$ cat src/rtl/fixu_consts.svh
// Offsets, field positions, reset values and timing counts of the truncating converter
`ifndef FIXU_CONSTS_SVH
`define FIXU_CONSTS_SVH

// ---------------------------------------------------------------
// Operation codes and timing
// ---------------------------------------------------------------
`define OPC_TRUNC        8'h7d
`define OPC_TRUNC_FLAGS  8'h7e
`define OP_LATENCY       3

// ---------------------------------------------------------------
// Exception flag vector layout
// ---------------------------------------------------------------
`define FLAG_W           8
`define FLAG_INEXACT     1
`define FLAG_INVALID     4
`define FLAG_FLUSH_ZERO  5
`define FLAG_MASK        8'h3f

// ---------------------------------------------------------------
// Register byte offsets
// ---------------------------------------------------------------
`define ADDR_W           8
`define OFF_PSW          8'h00
`define OFF_DEST         8'h04
`define OFF_INT_STATUS   8'h08
`define OFF_INT_MASK     8'h0c
`define OFF_STATE        8'h10

// ---------------------------------------------------------------
// Interrupt bits and reset values
// ---------------------------------------------------------------
`define INT_W            2
`define INT_DONE         0
`define INT_INVALID      1
`define PSW_RESET        8'h00
`define INT_MASK_RESET   2'h0
`define RESP_OKAY        2'h0
`define RESP_SLVERR      2'h2

`endif

$ cat src/rtl/fixu_pkg.sv
// Types shared by the truncating float to unsigned converter
`default_nettype none

package fixu_pkg;
  `include "fixu_consts.svh"

  typedef enum logic [1:0] {
    OP_NONE,
    OP_CONVERT,
    OP_FLAGS
  } op_kind_t;

  typedef struct packed {
    logic [31:0]          value;
    logic [`FLAG_W-1:0]   flags;
  } conv_t;
endpackage

`default_nettype wire

$ cat src/rtl/float_to_uint_truncate_unit.sv
// Float to unsigned truncating conversion unit with flag-only variant and AXI4-Lite status registers
`default_nettype none
`include "fixu_consts.svh"

// Contract
// RULE1 - Convert float to unsigned, truncate, ignore rounding
// RULE2 - Opcode 125, one operand, latency three
// RULE3 - Denormal input becomes zero, sets flush flag
// RULE4 - Conversion exceptions set status word flags
// RULE5 - Flags sticky; only explicit status write clears
// RULE6 - Flags update in same cycle as result
// RULE7 - Simultaneous updates OR into existing flags
// RULE8 - False guard suppresses result and flag writes
// RULE9 - Opcode 126 writes flag vector, latency three
// RULE10 - Flag vector matches status word bit layout
// RULE11 - Flags-only operation leaves status word untouched
// RULE12 - Denormal in flags op yields 0x20
// RULE13 - Nonzero fraction truncates, raises inexact 0x02
// RULE14 - Positive infinity saturates, raises invalid
// RULE15 - Negative source gives zero, raises invalid; code raises invalid only for magnitudes of one or more, including infinity
// RULE16 - NaN source gives zero, raises invalid
// RULE17 - Invalid occupies 0x10 in flag vector
// RULE18 - False guard leaves flags op destination unchanged
// RULE19 - Operands are 32-bit words, IEEE single in
module float_to_uint_truncate_unit
  import fixu_pkg::*;
(
  input  wire logic                 clk,
  input  wire logic                 reset,
  // Issue from the instruction pipeline
  input  wire logic                 issue_valid,
  input  wire logic [7:0]           issue_opcode,
  input  wire logic [31:0]          issue_source,
  input  wire logic                 issue_guard_present,
  input  wire logic [31:0]          issue_guard,
  // Flags raised by other floating-point units in this cycle
  input  wire logic [`FLAG_W-1:0]   other_fp_flags,
  // Destination write-back
  output logic                      dest_write,
  output logic [31:0]               dest_data,
  output logic [`FLAG_W-1:0]        program_status_word,
  output logic                      irq,
  // AXI4-Lite slave
  input  wire logic [`ADDR_W-1:0]   s_axi_awaddr,
  input  wire logic                 s_axi_awvalid,
  output logic                      s_axi_awready,
  input  wire logic [31:0]          s_axi_wdata,
  input  wire logic [3:0]           s_axi_wstrb,
  input  wire logic                 s_axi_wvalid,
  output logic                      s_axi_wready,
  output logic [1:0]                s_axi_bresp,
  output logic                      s_axi_bvalid,
  input  wire logic                 s_axi_bready,
  input  wire logic [`ADDR_W-1:0]   s_axi_araddr,
  input  wire logic                 s_axi_arvalid,
  output logic                      s_axi_arready,
  output logic [31:0]               s_axi_rdata,
  output logic [1:0]                s_axi_rresp,
  output logic                      s_axi_rvalid,
  input  wire logic                 s_axi_rready
);
  localparam int STAGES = `OP_LATENCY;
  // ---------------------------------------------------------------
  // Conversion core
  // ---------------------------------------------------------------
  function automatic conv_t convert(input logic [31:0] src);
    logic        sign;
    logic [7:0]  expo;
    logic [22:0] frac;
    logic [55:0] shifted;
    logic [4:0]  shamt;
    conv_t       r;
    sign    = src[31];
    expo    = src[30:23];
    frac    = src[22:0];
    shamt   = 5'h00;
    shifted = 56'h0;
    r.value = 32'h0;
    r.flags = '0;
    if (expo == 8'h00)
    begin
      // Denormal treated as zero
      if (frac != 23'h0)
        r.flags[`FLAG_FLUSH_ZERO] = 1'b1; // RULE3 RULE12
    end
    else if (expo == 8'hff)
    begin
      r.flags[`FLAG_INVALID] = 1'b1; // RULE16 RULE17
      if (frac == 23'h0 && !sign)
        r.value = 32'hffffffff; // RULE14
    end
    else if (expo < 8'h7f)
      r.flags[`FLAG_INEXACT] = 1'b1; // RULE13
    else if (sign)
      r.flags[`FLAG_INVALID] = 1'b1; // RULE15
    else if (expo >= 8'h9f)
    begin
      r.value                = 32'hffffffff;
      r.flags[`FLAG_INVALID] = 1'b1;
    end
    else
    begin
      // Rounding mode is never consulted: plain truncation
      shamt   = 5'(expo - 8'h7f);
      shifted = {32'h0, 1'b1, frac} << shamt; // RULE1 RULE19
      r.value = shifted[54:23];
      if (shifted[22:0] != 23'h0)
        r.flags[`FLAG_INEXACT] = 1'b1; // RULE13
    end
    return r;
  endfunction

  // ---------------------------------------------------------------
  // Issue decode
  // ---------------------------------------------------------------
  conv_t    issue_conv;
  op_kind_t issue_kind;
  logic     guard_ok;
  logic     [31:0] issue_data;

  always_comb
  begin
    issue_conv = convert(issue_source);
    guard_ok   = !issue_guard_present || issue_guard[0]; // RULE8 RULE18
    issue_kind = OP_NONE;
    if (issue_valid && guard_ok)
    begin
      if (issue_opcode == `OPC_TRUNC)
        issue_kind = OP_CONVERT; // RULE2
      else if (issue_opcode == `OPC_TRUNC_FLAGS)
        issue_kind = OP_FLAGS; // RULE9
    end
    if (issue_kind == OP_FLAGS)
      issue_data = {{(32-`FLAG_W){1'b0}}, issue_conv.flags}; // RULE10
    else
      issue_data = issue_conv.value;
  end

  // ---------------------------------------------------------------
  // Three-stage result pipeline
  // ---------------------------------------------------------------
  op_kind_t           stage_op_reg    [STAGES];
  logic [31:0]        stage_data_reg  [STAGES];
  logic [`FLAG_W-1:0] stage_flags_reg [STAGES];
  genvar g;
  generate
    for (g = 0; g < STAGES; g++)
    begin : g_stage
      always_ff @(posedge clk)
      begin
        if (reset)
        begin
          stage_op_reg[g]    <= OP_NONE;
          stage_data_reg[g]  <= 32'h0;
          stage_flags_reg[g] <= '0;
        end
        else
        begin
          stage_op_reg[g]    <= (g == 0) ? issue_kind : stage_op_reg[(g == 0) ? 0 : g - 1];
          stage_data_reg[g]  <= (g == 0) ? issue_data : stage_data_reg[(g == 0) ? 0 : g - 1];
          stage_flags_reg[g] <= (g == 0) ? issue_conv.flags : stage_flags_reg[(g == 0) ? 0 : g - 1];
        end
      end
    end
  endgenerate
  // Result leaves the last stage three cycles after issue
  assign dest_write = (stage_op_reg[STAGES-1] != OP_NONE); // RULE2 RULE9
  assign dest_data  = stage_data_reg[STAGES-1];
  // Stage feeding the write-back edge
  logic               wb_next;
  logic [`FLAG_W-1:0] conv_set;
  always_comb
  begin
    wb_next  = (stage_op_reg[STAGES-2] != OP_NONE);
    // Flags-only operation contributes nothing to the status word
    if (stage_op_reg[STAGES-2] == OP_CONVERT)
      conv_set = stage_flags_reg[STAGES-2]; // RULE4 RULE11
    else
      conv_set = '0;
  end

  // ---------------------------------------------------------------
  // AXI4-Lite write channel
  // ---------------------------------------------------------------
  logic               aw_held_reg;
  logic               w_held_reg;
  logic [`ADDR_W-1:0] aw_addr_reg;
  logic [31:0]        w_data_reg;
  logic [3:0]         w_strb_reg;
  logic               bvalid_reg;
  logic [1:0]         bresp_reg;
  logic               awready_reg;
  logic               wready_reg;
  logic               wr_fire;
  logic               wr_hit;
  assign wr_fire = aw_held_reg && w_held_reg && !bvalid_reg;
  assign wr_hit  = (aw_addr_reg == `OFF_PSW) || (aw_addr_reg == `OFF_INT_MASK) || (aw_addr_reg == `OFF_DEST)
                || (aw_addr_reg == `OFF_INT_STATUS) || (aw_addr_reg == `OFF_STATE);
  always_ff @(posedge clk)
  begin
    if (reset)
    begin
      aw_held_reg <= 1'b0;
      aw_addr_reg <= '0;
      awready_reg <= 1'b1;
    end
    else if (s_axi_awvalid && awready_reg)
    begin
      aw_held_reg <= 1'b1;
      aw_addr_reg <= s_axi_awaddr;
      awready_reg <= 1'b0;
    end
    else if (bvalid_reg && s_axi_bready)
    begin
      aw_held_reg <= 1'b0;
      awready_reg <= 1'b1;
    end
  end

  always_ff @(posedge clk)
  begin
    if (reset)
    begin
      w_held_reg <= 1'b0;
      w_data_reg <= 32'h0;
      w_strb_reg <= 4'h0;
      wready_reg <= 1'b1;
    end
    else if (s_axi_wvalid && wready_reg)
    begin
      w_held_reg <= 1'b1;
      w_data_reg <= s_axi_wdata;
      w_strb_reg <= s_axi_wstrb;
      wready_reg <= 1'b0;
    end
    else if (bvalid_reg && s_axi_bready)
    begin
      w_held_reg <= 1'b0;
      wready_reg <= 1'b1;
    end
  end

  always_ff @(posedge clk)
  begin
    if (reset)
    begin
      bvalid_reg <= 1'b0;
      bresp_reg  <= `RESP_OKAY;
    end
    else if (wr_fire)
    begin
      bvalid_reg <= 1'b1;
      bresp_reg  <= wr_hit ? `RESP_OKAY : `RESP_SLVERR;
    end
    else if (bvalid_reg && s_axi_bready)
      bvalid_reg <= 1'b0;
  end

  assign s_axi_awready = awready_reg;
  assign s_axi_wready  = wready_reg;
  assign s_axi_bvalid  = bvalid_reg;
  assign s_axi_bresp   = bresp_reg;

  // Byte lane 0 carries every writable field
  logic psw_wr;
  logic mask_wr;
  assign psw_wr  = wr_fire && (aw_addr_reg == `OFF_PSW) && w_strb_reg[0];
  assign mask_wr = wr_fire && (aw_addr_reg == `OFF_INT_MASK) && w_strb_reg[0];

  // ---------------------------------------------------------------
  // AXI4-Lite read channel
  // ---------------------------------------------------------------
  logic        rvalid_reg;
  logic [31:0] rdata_reg;
  logic [1:0]  rresp_reg;
  logic        arready_reg;
  logic        rd_fire;
  logic        status_rd;
  logic [31:0] rd_value;
  logic        rd_hit;

  assign rd_fire   = s_axi_arvalid && arready_reg;
  assign status_rd = rd_fire && (s_axi_araddr == `OFF_INT_STATUS);

  // ---------------------------------------------------------------
  // Status word, destination copy, interrupts
  // ---------------------------------------------------------------
  logic [`FLAG_W-1:0] psw_reg;
  logic [31:0]        dest_last_reg;
  logic [`INT_W-1:0]  int_status_reg;
  logic [`INT_W-1:0]  int_mask_reg;
  logic               irq_reg;
  logic [`INT_W-1:0]  int_set;
  logic [`FLAG_W-1:0] psw_base;

  always_comb
  begin
    // Explicit write replaces, then this cycle's raises still land
    psw_base = psw_wr ? (w_data_reg[`FLAG_W-1:0] & `FLAG_MASK) : psw_reg; // RULE5
    int_set  = '0;
    int_set[`INT_DONE]    = wb_next;
    int_set[`INT_INVALID] = conv_set[`FLAG_INVALID];
  end

  always_ff @(posedge clk)
  begin
    if (reset)
      psw_reg <= `PSW_RESET;
    else
      psw_reg <= psw_base | ((conv_set | other_fp_flags) & `FLAG_MASK); // RULE5 RULE6 RULE7
  end

  always_ff @(posedge clk)
  begin
    if (reset)
      dest_last_reg <= 32'h0;
    else if (wb_next)
      dest_last_reg <= stage_data_reg[STAGES-2];
  end

  always_ff @(posedge clk)
  begin
    if (reset)
      int_status_reg <= '0;
    else if (status_rd)
      int_status_reg <= int_set;
    else
      int_status_reg <= int_status_reg | int_set;
  end

  always_ff @(posedge clk)
  begin
    if (reset)
      int_mask_reg <= `INT_MASK_RESET;
    else if (mask_wr)
      int_mask_reg <= w_data_reg[`INT_W-1:0];
  end

  always_ff @(posedge clk)
  begin
    if (reset)
      irq_reg <= 1'b0;
    else
      irq_reg <= |(int_status_reg & int_mask_reg);
  end

  assign program_status_word = psw_reg;
  assign irq                 = irq_reg;

  // ---------------------------------------------------------------
  // Read data mux and response
  // ---------------------------------------------------------------
  always_comb
  begin
    rd_hit   = 1'b1;
    rd_value = 32'h0;
    case (s_axi_araddr)
      `OFF_PSW:        rd_value = {{(32-`FLAG_W){1'b0}}, psw_reg};
      `OFF_DEST:       rd_value = dest_last_reg;
      `OFF_INT_STATUS: rd_value = {{(32-`INT_W){1'b0}}, int_status_reg};
      `OFF_INT_MASK:   rd_value = {{(32-`INT_W){1'b0}}, int_mask_reg};
      `OFF_STATE:      rd_value = {29'h0, stage_op_reg[2] != OP_NONE,
                                   stage_op_reg[1] != OP_NONE, stage_op_reg[0] != OP_NONE};
      default:         rd_hit   = 1'b0;
    endcase
  end

  always_ff @(posedge clk)
  begin
    if (reset)
    begin
      rvalid_reg  <= 1'b0;
      rdata_reg   <= 32'h0;
      rresp_reg   <= `RESP_OKAY;
      arready_reg <= 1'b1;
    end
    else if (rd_fire)
    begin
      rvalid_reg  <= 1'b1;
      rdata_reg   <= rd_value;
      rresp_reg   <= rd_hit ? `RESP_OKAY : `RESP_SLVERR;
      arready_reg <= 1'b0;
    end
    else if (rvalid_reg && s_axi_rready)
    begin
      rvalid_reg  <= 1'b0;
      arready_reg <= 1'b1;
    end
  end

  assign s_axi_arready = arready_reg;
  assign s_axi_rvalid  = rvalid_reg;
  assign s_axi_rdata   = rdata_reg;
  assign s_axi_rresp   = rresp_reg;

endmodule

`default_nettype wire

$ cat config.mk
export PLATFORM = sky130hd
export DESIGN_NAME = float_to_uint_truncate_unit
export DESIGN_NICKNAME = d
export VERILOG_FILES = /design/src/rtl/fixu_pkg.sv /design/src/rtl/float_to_uint_truncate_unit.sv
export VERILOG_INCLUDE_DIRS = /design/src /design/src/rtl
export SDC_FILE = /design/constraint.sdc
export NUM_CORES = 1
export LEC_CHECK = 0
export BUFFER_PORTS_ARGS = -buffer_cell sky130_fd_sc_hd__buf_4
export CAP_MARGIN = 20
export CORE_MARGIN = 4
export CORE_UTILIZATION = 55
export CTS_BUF_LIST = sky130_fd_sc_hd__clkbuf_4
export DETAILED_ROUTE_END_ITERATION = 8
export PLACE_DENSITY_LB_ADDON = 0.2
export SKIP_LAST_GASP = 1
export SLEW_MARGIN = 20
export SYNTH_ARGS = -nofsm -noshare
export SYNTH_HDL_FRONTEND = slang
export SYNTH_SLANG_ARGS = --single-unit
export TNS_END_PERCENT = 30
$ cat constraint.sdc
create_clock -name clk -period 3.61 [get_ports clk]
set_input_delay 0.722 -clock clk [delete_from_list [all_inputs] [get_ports clk]]
set_output_delay 0.722 -clock clk [all_outputs]
set_load 0.1 [all_outputs]
; ---- Yosys cells after proc, flatten, opt, wreduce, memory -nomap -nowiden
; Memory sizes are Yosys's and may differ from the RTL's.
; Index checks and enable logic that the tools add are counted.
[classes]
addsub = 1
magnitude_cmp = 2
eq_ne = 13
n_shift = 1
mux = 53
n_bitwise = 13
reduce_logical = 37
[ops]
columns = op, n
row1 = two-way mux 32 bit, 10
row2 = one-hot mux 32 bit (5 select lines), 1
row3 = left shift 24 x 5 -> 55 bit, 1
row4 = nonzero test 23 bit, 2
row5 = == test 8 x 4 -> 1 bit (second input constant), 4
row6 = two-way mux 8 bit, 4
row7 = two-way mux 1 bit, 28
row8 = logical NOT 8 bit, 3
row9 = logical NOT 23 bit, 1
row10 = two-way mux 2 bit, 9
row11 = == test 8 x 3 -> 1 bit (second input constant), 2
row12 = == test 8 x 5 -> 1 bit (second input constant), 2
row13 = == test 8 x 7 -> 1 bit (second input constant), 2
row14 = logical AND 1 bit, 14
row15 = nonzero test 2 bit, 7
row16 = bitwise OR 1 bit, 9
row17 = == test 8 bit (second input constant), 1
row18 = greater-or-equal comparator 8 bit (second input constant), 1
row19 = < comparator 8 x 7 -> 1 bit (second input constant), 1
row20 = bitwise OR 8 x 6 -> 8 bit, 1
row21 = two-way mux 6 bit, 1
row22 = bitwise OR 6 bit, 1
row23 = logical OR 1 bit, 5
row24 = OR reduction 5 bit, 1
row25 = 7 further kinds, 9
[word_totals]
regBits = 103
ramBits = 126
in_bits = 141
output_inout_bits = 83
mem_count = 3
[memory_table]
columns = memory, words, width, read_ports, rd_clocked_by_memory_dff, wr, line
row1 = stage_data_reg, 3, 32, 3, 0, 3, float_to_uint_truncate_unit.sv:143  ; logic [31:0] stage_data_reg [STAGES];
row2 = stage_flags_reg, 3, 8, 2, 0, 3, float_to_uint_truncate_unit.sv:144  ; logic [`FLAG_W-1:0] stage_flags_reg [STAGES];
row3 = stage_op_reg, 3, 2, 3, 0, 3, float_to_uint_truncate_unit.sv:142  ; op_kind_t stage_op_reg [STAGES];

; ---- Logic depth before layout (Yosys ltp)
; Gate-level depths: netlist of the first run.
[logic_depth]
depth_word = 11
mapped_depth = 14
ltp_nobuf = 9

; ---- Least setup slack after synthesis of the first run
; Ideal clock, no wire load.
[synth_timing]
kind = input to register
startpoint = input issue_source[23]
endpoint = memory stage_flags_reg[0][1] in the netlist's numbering
t_arrival_ns = 3.059
setup_slack_ns = 0.413
stages = 12
cell_sequence = buf_6 -> buf_6 -> inv_4 -> ha_1 -> buf_6 -> buf_2 -> mux4_1 -> or2b_2 -> a2111oi_2 -> nand3_1 -> o21ai_2 -> a2111oi_2
[synth_rtl]
columns = element, line
row1 = start: declaration, float_to_uint_truncate_unit.sv:33  ; input wire logic [31:0] issue_source,
row2 = end: declaration, float_to_uint_truncate_unit.sv:144

==> results of run 1 <==
==> cell families (layout without fill, tap and decap cells) <==
logic type	Yosys count	count (layout)
AOI/OAI and AO/OA	216	216
xor gates and xnor gates	6	6
adders and majority gates	3	3
buffers and inverters	86	264
DFF	207	207
muxes	69	69
other	1	5
and+or+nand+nor	376	376
==> through the flow <==
stage	instances	util (%)	power [mW]	hold WS (ns)	setup slack (ns)
global placement	1284	64.0	3.22	0.417	0.384
global route	1362	67.5	5.11	0.342	0.804
detailed placement	1284	64.0	3.23	0.421	0.392
CTS	1361	67.5	4.92	0.335	0.989
finish	1362	67.5	4.86	0.365	0.971
floorplan	967	-	3.01	0.414	0.413
==> cell usage in the layout, fill, tap and decap left out, drive strengths merged, types with 10 or more instances in the layout <==
cell | netlist | layout
nor2b | 77 | 77
a211oi | 10 | 10
inv | 12 | 13
a21oi | 104 | 104
dfxtp | 207 | 207
a22oi | 28 | 28
mux4 | 23 | 23
o21ai | 29 | 29
nand2 | 129 | 129
nand3 | 22 | 22
clkbuf | 50 | 71
buf | 24 | 175
nor2 | 94 | 94
mux2i | 42 | 42
==> critical path: cells and delay by family <==
| kind | cells | cell delay (ns) |
|---|---|---|
| buf+inv | 3 | 0.47 |
| compound gates | 4 | 0.76 |
| mux | 2 | 0.68 |
| fa+ha+maj | 1 | 0.28 |
| simple gates | 1 | 0.17 |
==> metal layers <==
layer	global-route usage, %	part of all wire [%]
met5	0	0
met2	37.1	47
met1	29.3	44
met3	3.50	6.1
met4	7.39	2.1
==> power by group through the flow <==
stage,combinational [mW],clock [mW],sequential [mW]
after detailed placement,0.810,0,2.42
after floorplan,0.475,0,2.53
after CTS,0.812,1.74,2.37
after global routing,0.879,1.86,2.37
after global placement,0.806,0,2.42
final,0.815,1.68,2.37
==> cell type report <==
type / instances / area, um^2
Timing Repair Buffer: 175 / 1340
Sequential cell: 207 / 4140
Tap cell: 216 / 270
Multi-Input combinational cell: 674 / 4320
Clock inverter: 6 / 27.5
Fill cell: 1336 / 5140
Inverter: 12 / 47.5
Antenna cell: 1 / 2.50
Clock buffer: 71 / 533
==> synth_stat cells, types with 3 or more instances <==
| master | count | area share (%) |
|---|---|---|
| a211oi_1 | 9 | 0.76 |
| a21oi_1 | 104 | 5.9 |
| a222oi_1 | 3 | 0.34 |
| a22oi_1 | 28 | 2.4 |
| a31oi_1 | 6 | 0.42 |
| and3_1 | 4 | 0.28 |
| buf_1 | 3 | 0.13 |
| buf_2 | 4 | 0.23 |
| buf_4 | 11 | 0.93 |
| buf_6 | 6 | 0.76 |
| clkbuf_1 | 48 | 2.0 |
| dfxtp_1 | 207 | 47 |
| ha_1 | 3 | 0.42 |
| inv_1 | 11 | 0.47 |
| mux2_2 | 4 | 0.51 |
| mux2i_1 | 42 | 4.7 |
| mux4_1 | 12 | 3.6 |
| mux4_2 | 11 | 2.8 |
| nand2_1 | 129 | 5.5 |
| nand2b_1 | 6 | 0.42 |
| nand3_1 | 22 | 1.2 |
| nand4_1 | 3 | 0.21 |
| nor2_1 | 94 | 4.0 |
| nor2b_1 | 77 | 5.4 |
| nor3_1 | 9 | 0.51 |
| nor4_1 | 8 | 0.56 |
| o211ai_1 | 3 | 0.25 |
| o21ai_0 | 26 | 1.5 |
| o311ai_0 | 3 | 0.30 |
| o31ai_1 | 4 | 0.34 |
| or2_2 | 3 | 0.21 |
| or3_1 | 3 | 0.21 |
| or4_1 | 3 | 0.25 |
==> worst max-delay path by stage <==
stage                     start                                to
2_1_floorplan  issue_source[23]  stage_flags_reg[0][1]$_SDFF_PP0_
3_3_place_gp   issue_source[23]  stage_flags_reg[0][1]$_SDFF_PP0_
3_5_place_dp   issue_source[23]  stage_flags_reg[0][1]$_SDFF_PP0_
4_1_cts        issue_source[23]  stage_flags_reg[0][1]$_SDFF_PP0_
5_1_grt        issue_source[23]   stage_data_reg[0][1]$_SDFF_PP0_
6_report       issue_source[23]   stage_data_reg[0][1]$_SDFF_PP0_
==> impl_results.md, run 1 <==
- Status: finished, final reports clean
- Clk slew on worst S/H paths: 0.07 ns
- Maximum VDD drop: 0.186 mV
- Cell count after synthesis: 964
- Crit-path cells: buf_4 > inv_4 > ha_1 > buf_12 > nor2b_1 > o21ai_0 > mux2i_1 > mux2_2 > a31oi_1 > a21oi_1 > o41ai_1
- Combinational share of power: 16.7%
- Power Dens Cells: 455 mW/mm^2
- Remaining Overflow, GRT: 0
- Largest net degree at the start of global routing: 176
- Routed vias: 7362
- Max H-tree Level: 2
- Simple-Gate Fraction of Synth Area: 20.3%
- Internal: 3.53 mW
- Compound-gate portion of the synthesized area: 15.1%
- RD Place Congestion: 0.950
- Main flop type after synthesis: dfxtp_1
- Crit Reg-Reg Endpoint: program_status_word[4]$_SDFF_PP0_
- Seq/Total Area, Yosys: 46.8%
- Max-cap violations: 0
- Clock skew: 0.0245 ns
- FF-to-FF path depth: 6
- DR DRC count: 0
- Setup repair bufs after CTS: 0
- Die Ht: 135 um
- Die footprint: 0.0182 mm^2
- F_max: 379 MHz
- Area Overhead vs Synth: 20.6%
- Layout cells sized above 1: 25.1%
- Pre-antenna DRT Iters: 5
- Crit path launch type: input pin
- #FFs+latches synth: 207
- Worst rel slew slack: 49.9%
- Worst-Skew Late Latency: 0.58 ns
- Reg-to-Reg Start: aw_addr_reg[0]$_SDFFE_PP0P_
- Port Buffer Count: 157
- Leak pwr: 4.45 nW
- Crit path DAT: 3.10 ns
- Row count: 46
- Clock power share: 34.6%
- Post-Place Cell Area: 0.0101 mm^2
- FF-to-FF setup slack: 1.65 ns
- HP Class: input pin to register
- Min Tclk post-route: 2.64 ns
- Clk sinks: 207
- Worst Path Class, Setup: input pin to register
- Critical hold path startpoint: other_fp_flags[0]
- CTS tree: built
- CP Max Fanout: 39
- CTS max path bufs: 3
- CP max stage cell: o21ai_0
- Post-layout nets: 1261
- Initial antenna violation count: 1
- Max incr delay on CP: 0.41 ns
- Post-synthesis adder-cell area fraction: 0.423%
- DRT iter0 DRCs: 550
- Wire per inst: 15.2 um
- EDFF count, synth: 0
- Vias in the first global route: 6815
- Clock root buffer: clkbuf_4
- Setup violators final: 0
- Yosys Warn Count: 0
- Aggregate negative setup slack: 0 ns
- Hpwl dp: 14900 um
- Post-CTS Resized: 0
- Largest register FFs: 96
- CP endpoint kind: register
- Pins Over Slew Limit: 0
- RSZ-0062 raised after global routing: false
- First-pass GRT wire length: 33300 um
- Hold path endpoint: program_status_word[0]$_SDFF_PP0_
- Total track usage: 22.1%
- Flop pwr share: 48.6%
- P_sw: 1.33 mW
- Largest family of logic cells by synthesized area: simple AND/OR/NAND/NOR gates
- Hold path depth: 3
- Mapped Area: 0.00886 mm^2
- Net Sw Frac: 27.4%
- Final hold violations: 0
- Initial Util: 56.0%
- Post-synthesis cell type count: 74
- Xor and xnor area share after synthesis: 0.974%
- Post-DRT Antenna Nets: 0
- Syn_area_per_cell: 9.19 um^2
- Post-CTS Hold Fix Bufs: 0
- Tightest Pin Transition: 0.752 ns
- Worst Path Required: 4.07 ns
- Core box area: 0.0158 mm^2
- Mux contribution to synthesized area: 11.6%
- Ys async rst share: 0%
- Routed wire length: 20600 um
- Die Wd: 135 um
- Via/cell ratio: 5.41
- IO Pins: 224
- Inserted Clock Buffers: 47
- Cell area after layout: 0.0107 mm^2
- Final period util: 73.1%
No activity file was read; power rests on OpenSTA's default activity.
==> run 2, diff against run 1 <==
==> constraint.sdc (replaced) <==
create_clock -name clk -period 2.45 [get_ports clk]
set_input_delay 0.49 -clock clk [delete_from_list [all_inputs] [get_ports clk]]
set_output_delay 0.49 -clock clk [all_outputs]
set_load 0.1 [all_outputs]
==> impl_results.md, run 2 (synthesis gave the netlist of run 1 again) <==
- IO Pins: 224 (unchanged)
- Area Overhead vs Synth: 27.9% (was 20.6%)
- Critical hold path startpoint: other_fp_flags[2] (was other_fp_flags[0])
- Port Buffer Count: 157 (unchanged)
- First-pass GRT wire length: 35600 um (was 33300 um)
- Die Wd: 135 um (unchanged)
- Pins Over Slew Limit: 0 (unchanged)
- RSZ-0062 raised after global routing: false (unchanged)
- Core box area: 0.0158 mm^2 (unchanged)
- DRT iter0 DRCs: 407 (was 550)
- Pre-antenna DRT Iters: 7 (was 5)
- Min Tclk post-route: 2.22 ns
- Post-CTS Resized: 0 (unchanged)
- Clock power share: 32.5% (was 34.6%)
- Worst rel slew slack: 52.8% (was 49.9%)
- DR DRC count: 0 (unchanged)
- Routed vias: 7652 (was 7362)
- Clock root buffer: clkbuf_4 (unchanged)
- Internal: 5.28 mW (was 3.53 mW)
- Layout cells sized above 1: 29.3% (was 25.1%)
- Hold Slack: 0.125 ns (was 0.365 ns)
- Via/cell ratio: 5.36 (was 5.41)
- Clock skew: 0.0122 ns (was 0.0245 ns)
- Routed wire length: 22400 um (was 20600 um)
- Vias in the first global route: 7247 (was 6815)
- Post-DRT Antenna Nets: 0 (unchanged)
- Most common cell after layout, fill and taps aside: buf_4 (was dfxtp_1)
- Fin cells: 1427 (was 1362)
- RD Place Congestion: 0.922 (was 0.950)
- CTS max path bufs: 3 (unchanged)
- Remaining Overflow, GRT: 0 (unchanged)
- Most frequent cells in the layout: 232 x buf_4, 207 x dfxtp_1, 129 x nand2_1 (was 207 x dfxtp_1, 173 x buf_4, 129 x nand2_1)
- Total track usage: 24.0% (was 22.1%)
- CP Max Fanout: 11 (was 39)
- Post-layout nets: 1331 (was 1261)
- Crit-path cells: buf_4 > inv_12 > ha_4 > buf_12 > mux2i_1 > mux4_1 > mux2i_1 > nor3_1 > nand3_1 > o21ai_2 > a2111oi_2 (was buf_4 > inv_4 > ha_1 > buf_12 > nor2b_1 > o21ai_0 > mux2i_1 > mux2_2 > a31oi_1 > a21oi_1 > o41ai_1)
- Initial antenna violation count: 1 (unchanged)
- Max-cap violations: 0 (unchanged)
- Clk sinks: 207 (unchanged)
- Hpwl dp: 16900 um (was 14900 um)
- FF-to-FF path depth: 6 (unchanged)
- Setup repair bufs after CTS: 0 (unchanged)
- Crit path launch type: input pin (unchanged)
- Post-Place Cell Area: 0.0108 mm^2 (was 0.0101 mm^2)
- Inserted Clock Buffers: 48 (was 47)
- CP max stage cell: mux4_1 (was o21ai_0)
- Final hold violations: 0 (unchanged)
- Die footprint: 0.0182 mm^2 (unchanged)
- Clk slew on worst S/H paths: 0.06 ns (was 0.07 ns)
- Initial Util: 56.0% (unchanged)
- Cells after DPL: 1353 (was 1284)
- Max incr delay on CP: 0.56 ns (was 0.41 ns)
- Power Dens Cells: 644 mW/mm^2 (was 455 mW/mm^2)
- Status: finished, final reports clean (unchanged)
- Worst Path Required: 2.94 ns (was 4.07 ns)
- Fill cells: 1244 (was 1336)
- Reg-to-Reg Start: aw_addr_reg[0]$_SDFFE_PP0P_ (unchanged)
- F_max: 450 MHz
- Setup violators final: 0 (unchanged)
- Flop pwr share: 47.8% (was 48.6%)
- Post-CTS Hold Fix Bufs: 0 (unchanged)
- Leak pwr: 4.80 nW (was 4.45 nW)
- Wire per inst: 15.7 um (was 15.2 um)
- CP endpoint kind: register (unchanged)
- Combinational share of power: 19.7% (was 16.7%)
- P_sw: 2.03 mW (was 1.33 mW)
- Max H-tree Level: 2 (unchanged)
- Crit path DAT: 2.71 ns (was 3.10 ns)
- Row count: 46 (unchanged)
- Die Ht: 135 um (unchanged)
- Largest net degree at the start of global routing: 168 (was 176)
- Hold path depth: 3 (unchanged)
- Crit path from: issue_source[23] (unchanged)
- Worst Path Class, Setup: input pin to register (unchanged)
- Net Sw Frac: 27.7% (was 27.4%)
- Maximum VDD drop: 0.342 mV (was 0.186 mV)
- Tightest Pin Transition: 0.708 ns (was 0.752 ns)
- Worst-Skew Late Latency: 0.60 ns (was 0.58 ns)
- HP Class: input pin to register (unchanged)
- Cell area after layout: 0.0113 mm^2 (was 0.0107 mm^2)
- Final period util: 90.7%
- Most frequent CP cell: mux2i_1
- CTS tree: built (unchanged)
- Largest register FFs: 96 (unchanged)
-- run 2: cell count changes in the layout (fill, tap and decap cells not counted), sizes merged --
| cell | delta |
|---|---|
| buf | +69 |
| clkbuf | -6 |
| clkinv | +2 |
| clkinvlp | -1 |
| inv | +1 |
-- run 2: through the flow --
stage                     setup slack (ns)  util, %  total power [mW]  setup TNS, ns
after floorplan                     -0.229        -              4.45          -1.05
after global placement              -0.328     68.3              4.99          -3.45
after detailed placement            -0.377     68.3              5.00          -4.17
after CTS                            0.266     71.6              7.39              0
after global routing                 0.128     71.6              7.66              0
final                                0.229     71.6              7.30              0
-- run 2: worst max-delay path: cells and delay by family --
kind                     cells  cell delay (ns)
adder cells (fa/ha/maj)      1             0.36
AO/OA/AOI/OAI                2             0.43
multiplexers                 3             0.90
AND/OR/NAND/NOR              2             0.19
buffers and inverters        3             0.34
-- run 2: routing by layer --
metal  vias to the layer above  part of all wire (%)  global-route usage, %
met4                         0                   3.0                   10.4
met3                        42                   5.7                   4.47
met2                       233                    49                   40.3
li1                       3838                     -                      -
met5                         -                     0                      0
met1                      3539                    42                   30.5
-- run 2: final cells by class --
class,instances,area [um^2],area share [%]
multi-input cells,674,4360,38.4
flip-flops and latches,207,4140,36.6
repair buffers,244,1980,17.5
clock buffers,65,488,4.31
well taps,216,270,2.38
inverters,12,57.6,0.508
clock inverters,8,31.3,0.276
diodes,1,2.50,0.0221
-- run 2: power groups by stage --
stage	Combinational, mW	Clock (mW)	Sequential [mW]
5_1_grt	1.54	2.63	3.49
2_1_floorplan	0.727	0	3.73
3_5_place_dp	1.44	0	3.56
6_report	1.44	2.37	3.49
4_1_cts	1.44	2.46	3.49
3_3_place_gp	1.43	0	3.56
-- run 2: final timing paths --
check                                                          to  slack (ns)
worst min register to register   stage_data_reg[1][30]$_SDFF_PP0_        0.43
worst max-delay path             stage_flags_reg[0][1]$_SDFF_PP0_        0.23
worst max register to register  program_status_word[5]$_SDFF_PP0_        0.51
worst min-delay path            program_status_word[2]$_SDFF_PP0_        0.13
==> run 3, diff against run 2 <==
--- a/config.mk
+++ b/config.mk
@@ -8,6 +8,7 @@
 export LEC_CHECK = 0
 export BUFFER_PORTS_ARGS = -buffer_cell sky130_fd_sc_hd__buf_4
 export CAP_MARGIN = 20
+export CORE_ASPECT_RATIO = 2
 export CORE_MARGIN = 4
 export CORE_UTILIZATION = 55
 export CTS_BUF_LIST = sky130_fd_sc_hd__clkbuf_4
==> impl_results.md, run 3 (synthesis gave the netlist of run 1 again) <==
- Status: finished, final reports clean (unchanged)
- Pins Over Slew Limit: 0 (unchanged)
- Layout cells sized above 1: 30.6% (was 29.3%)
- Cell area after layout: 0.0115 mm^2 (was 0.0113 mm^2)
- Top delay family on crit path: multiplexers (unchanged)
- Tightest Pin Transition: 0.703 ns (was 0.708 ns)
- DRT iter0 DRCs: 286 (was 407)
- Post-layout nets: 1353 (was 1331)
- Remaining Overflow, GRT: 0 (unchanged)
- Worst Slack Setup Final: 0.0942 ns (was 0.229 ns)
- First-pass GRT wire length: 38700 um (was 35600 um)
- Clk slew on worst S/H paths: 0.08 ns (was 0.06 ns)
- Port Buffer Count: 157 (unchanged)
- CP max stage cell: mux4_1 (unchanged)
- Post-Place Cell Area: 0.0109 mm^2 (was 0.0108 mm^2)
- Max H-tree Level: 2 (unchanged)
- Wire per inst: 17.1 um (was 15.7 um)
- Clock root buffer: clkbuf_4 (unchanged)
- RSZ-0062 raised after global routing: false (unchanged)
- Max incr delay on CP: 0.55 ns (was 0.56 ns)
- Net Sw Frac: 28.6% (was 27.7%)
- Post-CTS Hold Fix Bufs: 0 (unchanged)
- Die Ht: 188 um (was 135 um)
- Hpwl dp: 19100 um (was 16900 um)
- Post-DRT Antenna Nets: 0 (unchanged)
- CP Max Fanout: 14 (was 11)
- Crit path launch type: input pin (unchanged)
- CTS max path bufs: 3 (unchanged)
- Pre-antenna DRT Iters: 7 (unchanged)
- Die Wd: 97.8 um (was 135 um)
- Min Tclk post-route: 2.36 ns (was 2.22 ns)
- Largest register FFs: 96 (unchanged)
- Internal: 5.24 mW (was 5.28 mW)
- Clock skew: 0.0197 ns (was 0.0122 ns)
- Initial Util: 56.2% (was 56.0%)
- Worst rel slew slack: 53.1% (was 52.8%)
- IO Pins: 224 (unchanged)
- Routed vias: 7881 (was 7652)
- Die footprint: 0.0183 mm^2 (was 0.0182 mm^2)
- Most frequent cells in the layout: 263 x buf_4, 207 x dfxtp_1, 129 x nand2_1 (was 232 x buf_4, 207 x dfxtp_1, 129 x nand2_1)
- Worst Path Buf+Inv: 3 (unchanged)
- RD Place Congestion: 0.957 (was 0.922)
- Setup violators final: 0 (unchanged)
- Overall Power: 7.34 mW (was 7.30 mW)
- Worst-Skew Late Latency: 0.58 ns (was 0.60 ns)
- DR DRC count: 0 (unchanged)
- Via/cell ratio: 5.47 (was 5.36)
- Flop pwr share: 47.5% (was 47.8%)
- Fill cells: 1272 (was 1244)
- HP Class: input pin to register (unchanged)
- Routed wire length: 24600 um (was 22400 um)
- CP endpoint kind: register (unchanged)
- Combinational share of power: 20.6% (was 19.7%)
- Inserted Clock Buffers: 42 (was 48)
- F_max: 424 MHz (was 450 MHz)
- Area Overhead vs Synth: 29.4% (was 27.9%)
- Initial antenna violation count: 1 (unchanged)
- Most frequent CP cell: mux2i_1 (unchanged)
- Worst Path Required: 2.92 ns (was 2.94 ns)
- Most common cell after layout, fill and taps aside: buf_4 (unchanged)
- P_sw: 2.10 mW (was 2.03 mW)
- Clock power share: 32.0% (was 32.5%)
- Crit-path cells: buf_4 > inv_12 > ha_4 > buf_6 > mux2i_1 > mux4_1 > mux2i_1 > nor3_1 > nand3_1 > o21ai_2 > a2111oi_2 (was buf_4 > inv_12 > ha_4 > buf_12 > mux2i_1 > mux4_1 > mux2i_1 > nor3_1 > nand3_1 > o21ai_2 > a2111oi_2)
- CTS tree: built (unchanged)
- Largest net degree at the start of global routing: 169 (was 168)
- Clk sinks: 207 (unchanged)
- Final period util: 96.2% (was 90.7%)
- Maximum VDD drop: 0.283 mV (was 0.342 mV)
- Row count: 65 (was 46)
- Setup WS pre-CTS: -0.475 ns (was -0.377 ns)
- Vias in the first global route: 7994 (was 7247)
- Worst Path Class, Setup: input pin to register (unchanged)
- Total track usage: 26.2% (was 24.0%)
- Core box area: 0.0158 mm^2 (about the same)
- Leak pwr: 4.91 nW (was 4.80 nW)
- Power Dens Cells: 640 mW/mm^2 (was 644 mW/mm^2)
- Crit path DAT: 2.82 ns (was 2.71 ns)
- Max-cap violations: 0 (unchanged)
- Final hold violations: 0 (unchanged)
## run 3: what timing repair did
action | CTS | global route
resized for setup | 0 | 0
setup endpoints to repair | 0 | 1
setup buffers | 0 | 1
## run 3: worst paths after layout
kind | start | to | cells after the start | slack (ns)
setup / recovery | issue_source[23] | stage_flags_reg[0][1]$_SDFF_PP0_ | 11 | 0.09
hold reg to reg | stage_data_reg[0][10]$_SDFF_PP0_ | stage_data_reg[1][10]$_SDFF_PP0_ | 1 | 0.43
setup reg to reg | aw_addr_reg[0]$_SDFFE_PP0P_ | program_status_word[1]$_SDFF_PP0_ | 6 | 0.49
hold / removal | s_axi_awaddr[1] | aw_addr_reg[1]$_SDFFE_PP0P_ | 3 | 0.15
## run 3: layout make-up
type                       instances  area [um^2]  area share (%)
antenna                            1         2.50          0.0218
clock buffer                      62          465            4.06
clock inverter                    12         48.8           0.425
inverter                          12         57.6           0.502
multi-input combinational        674         4360            38.0
sequential                       207         4140            36.1
tap                              201          251            2.19
timing repair buffer             272         2150            18.7
## run 3: layer usage
metal	wire length, um	GRT usage [%]	part of all wire [%]
met4	2000	21.7	8.1
met3	954	3.50	3.9
met2	14000	51.6	57
met5	0	0	0
met1	7650	22.2	31
## run 3: power by group through the flow
stage / logic, mW / clock network, mW / registers (mW)
global route: 1.60 / 2.58 / 3.49
global placement: 1.48 / 0 / 3.56
finish: 1.51 / 2.35 / 3.48
CTS: 1.50 / 2.40 / 3.48
floorplan: 0.727 / 0 / 3.73
detailed placement: 1.49 / 0 / 3.56
## run 3: metrics by stage
step / utilization, % / instances / hold slack, ns / TNS [ns]
after global placement: 69.4 / 1365 / 0.416 / -6.79
after detailed placement: 69.4 / 1365 / 0.422 / -7.26
final: 72.7 / 1441 / 0.147 / 0
after global routing: 72.7 / 1441 / 0.135 / 0
after floorplan: - / 967 / 0.414 / -1.05
after CTS: 72.6 / 1439 / 0.123 / 0
## run 3: worst min-delay path: cells and delay by family
| kind | cells | cell delay [ns] |
|---|---|---|
| buffers and inverters | 1 | 0.11 |
| AOI/OAI and AO/OA | 1 | 0.05 |
| and+or+nand+nor | 1 | 0.04 |
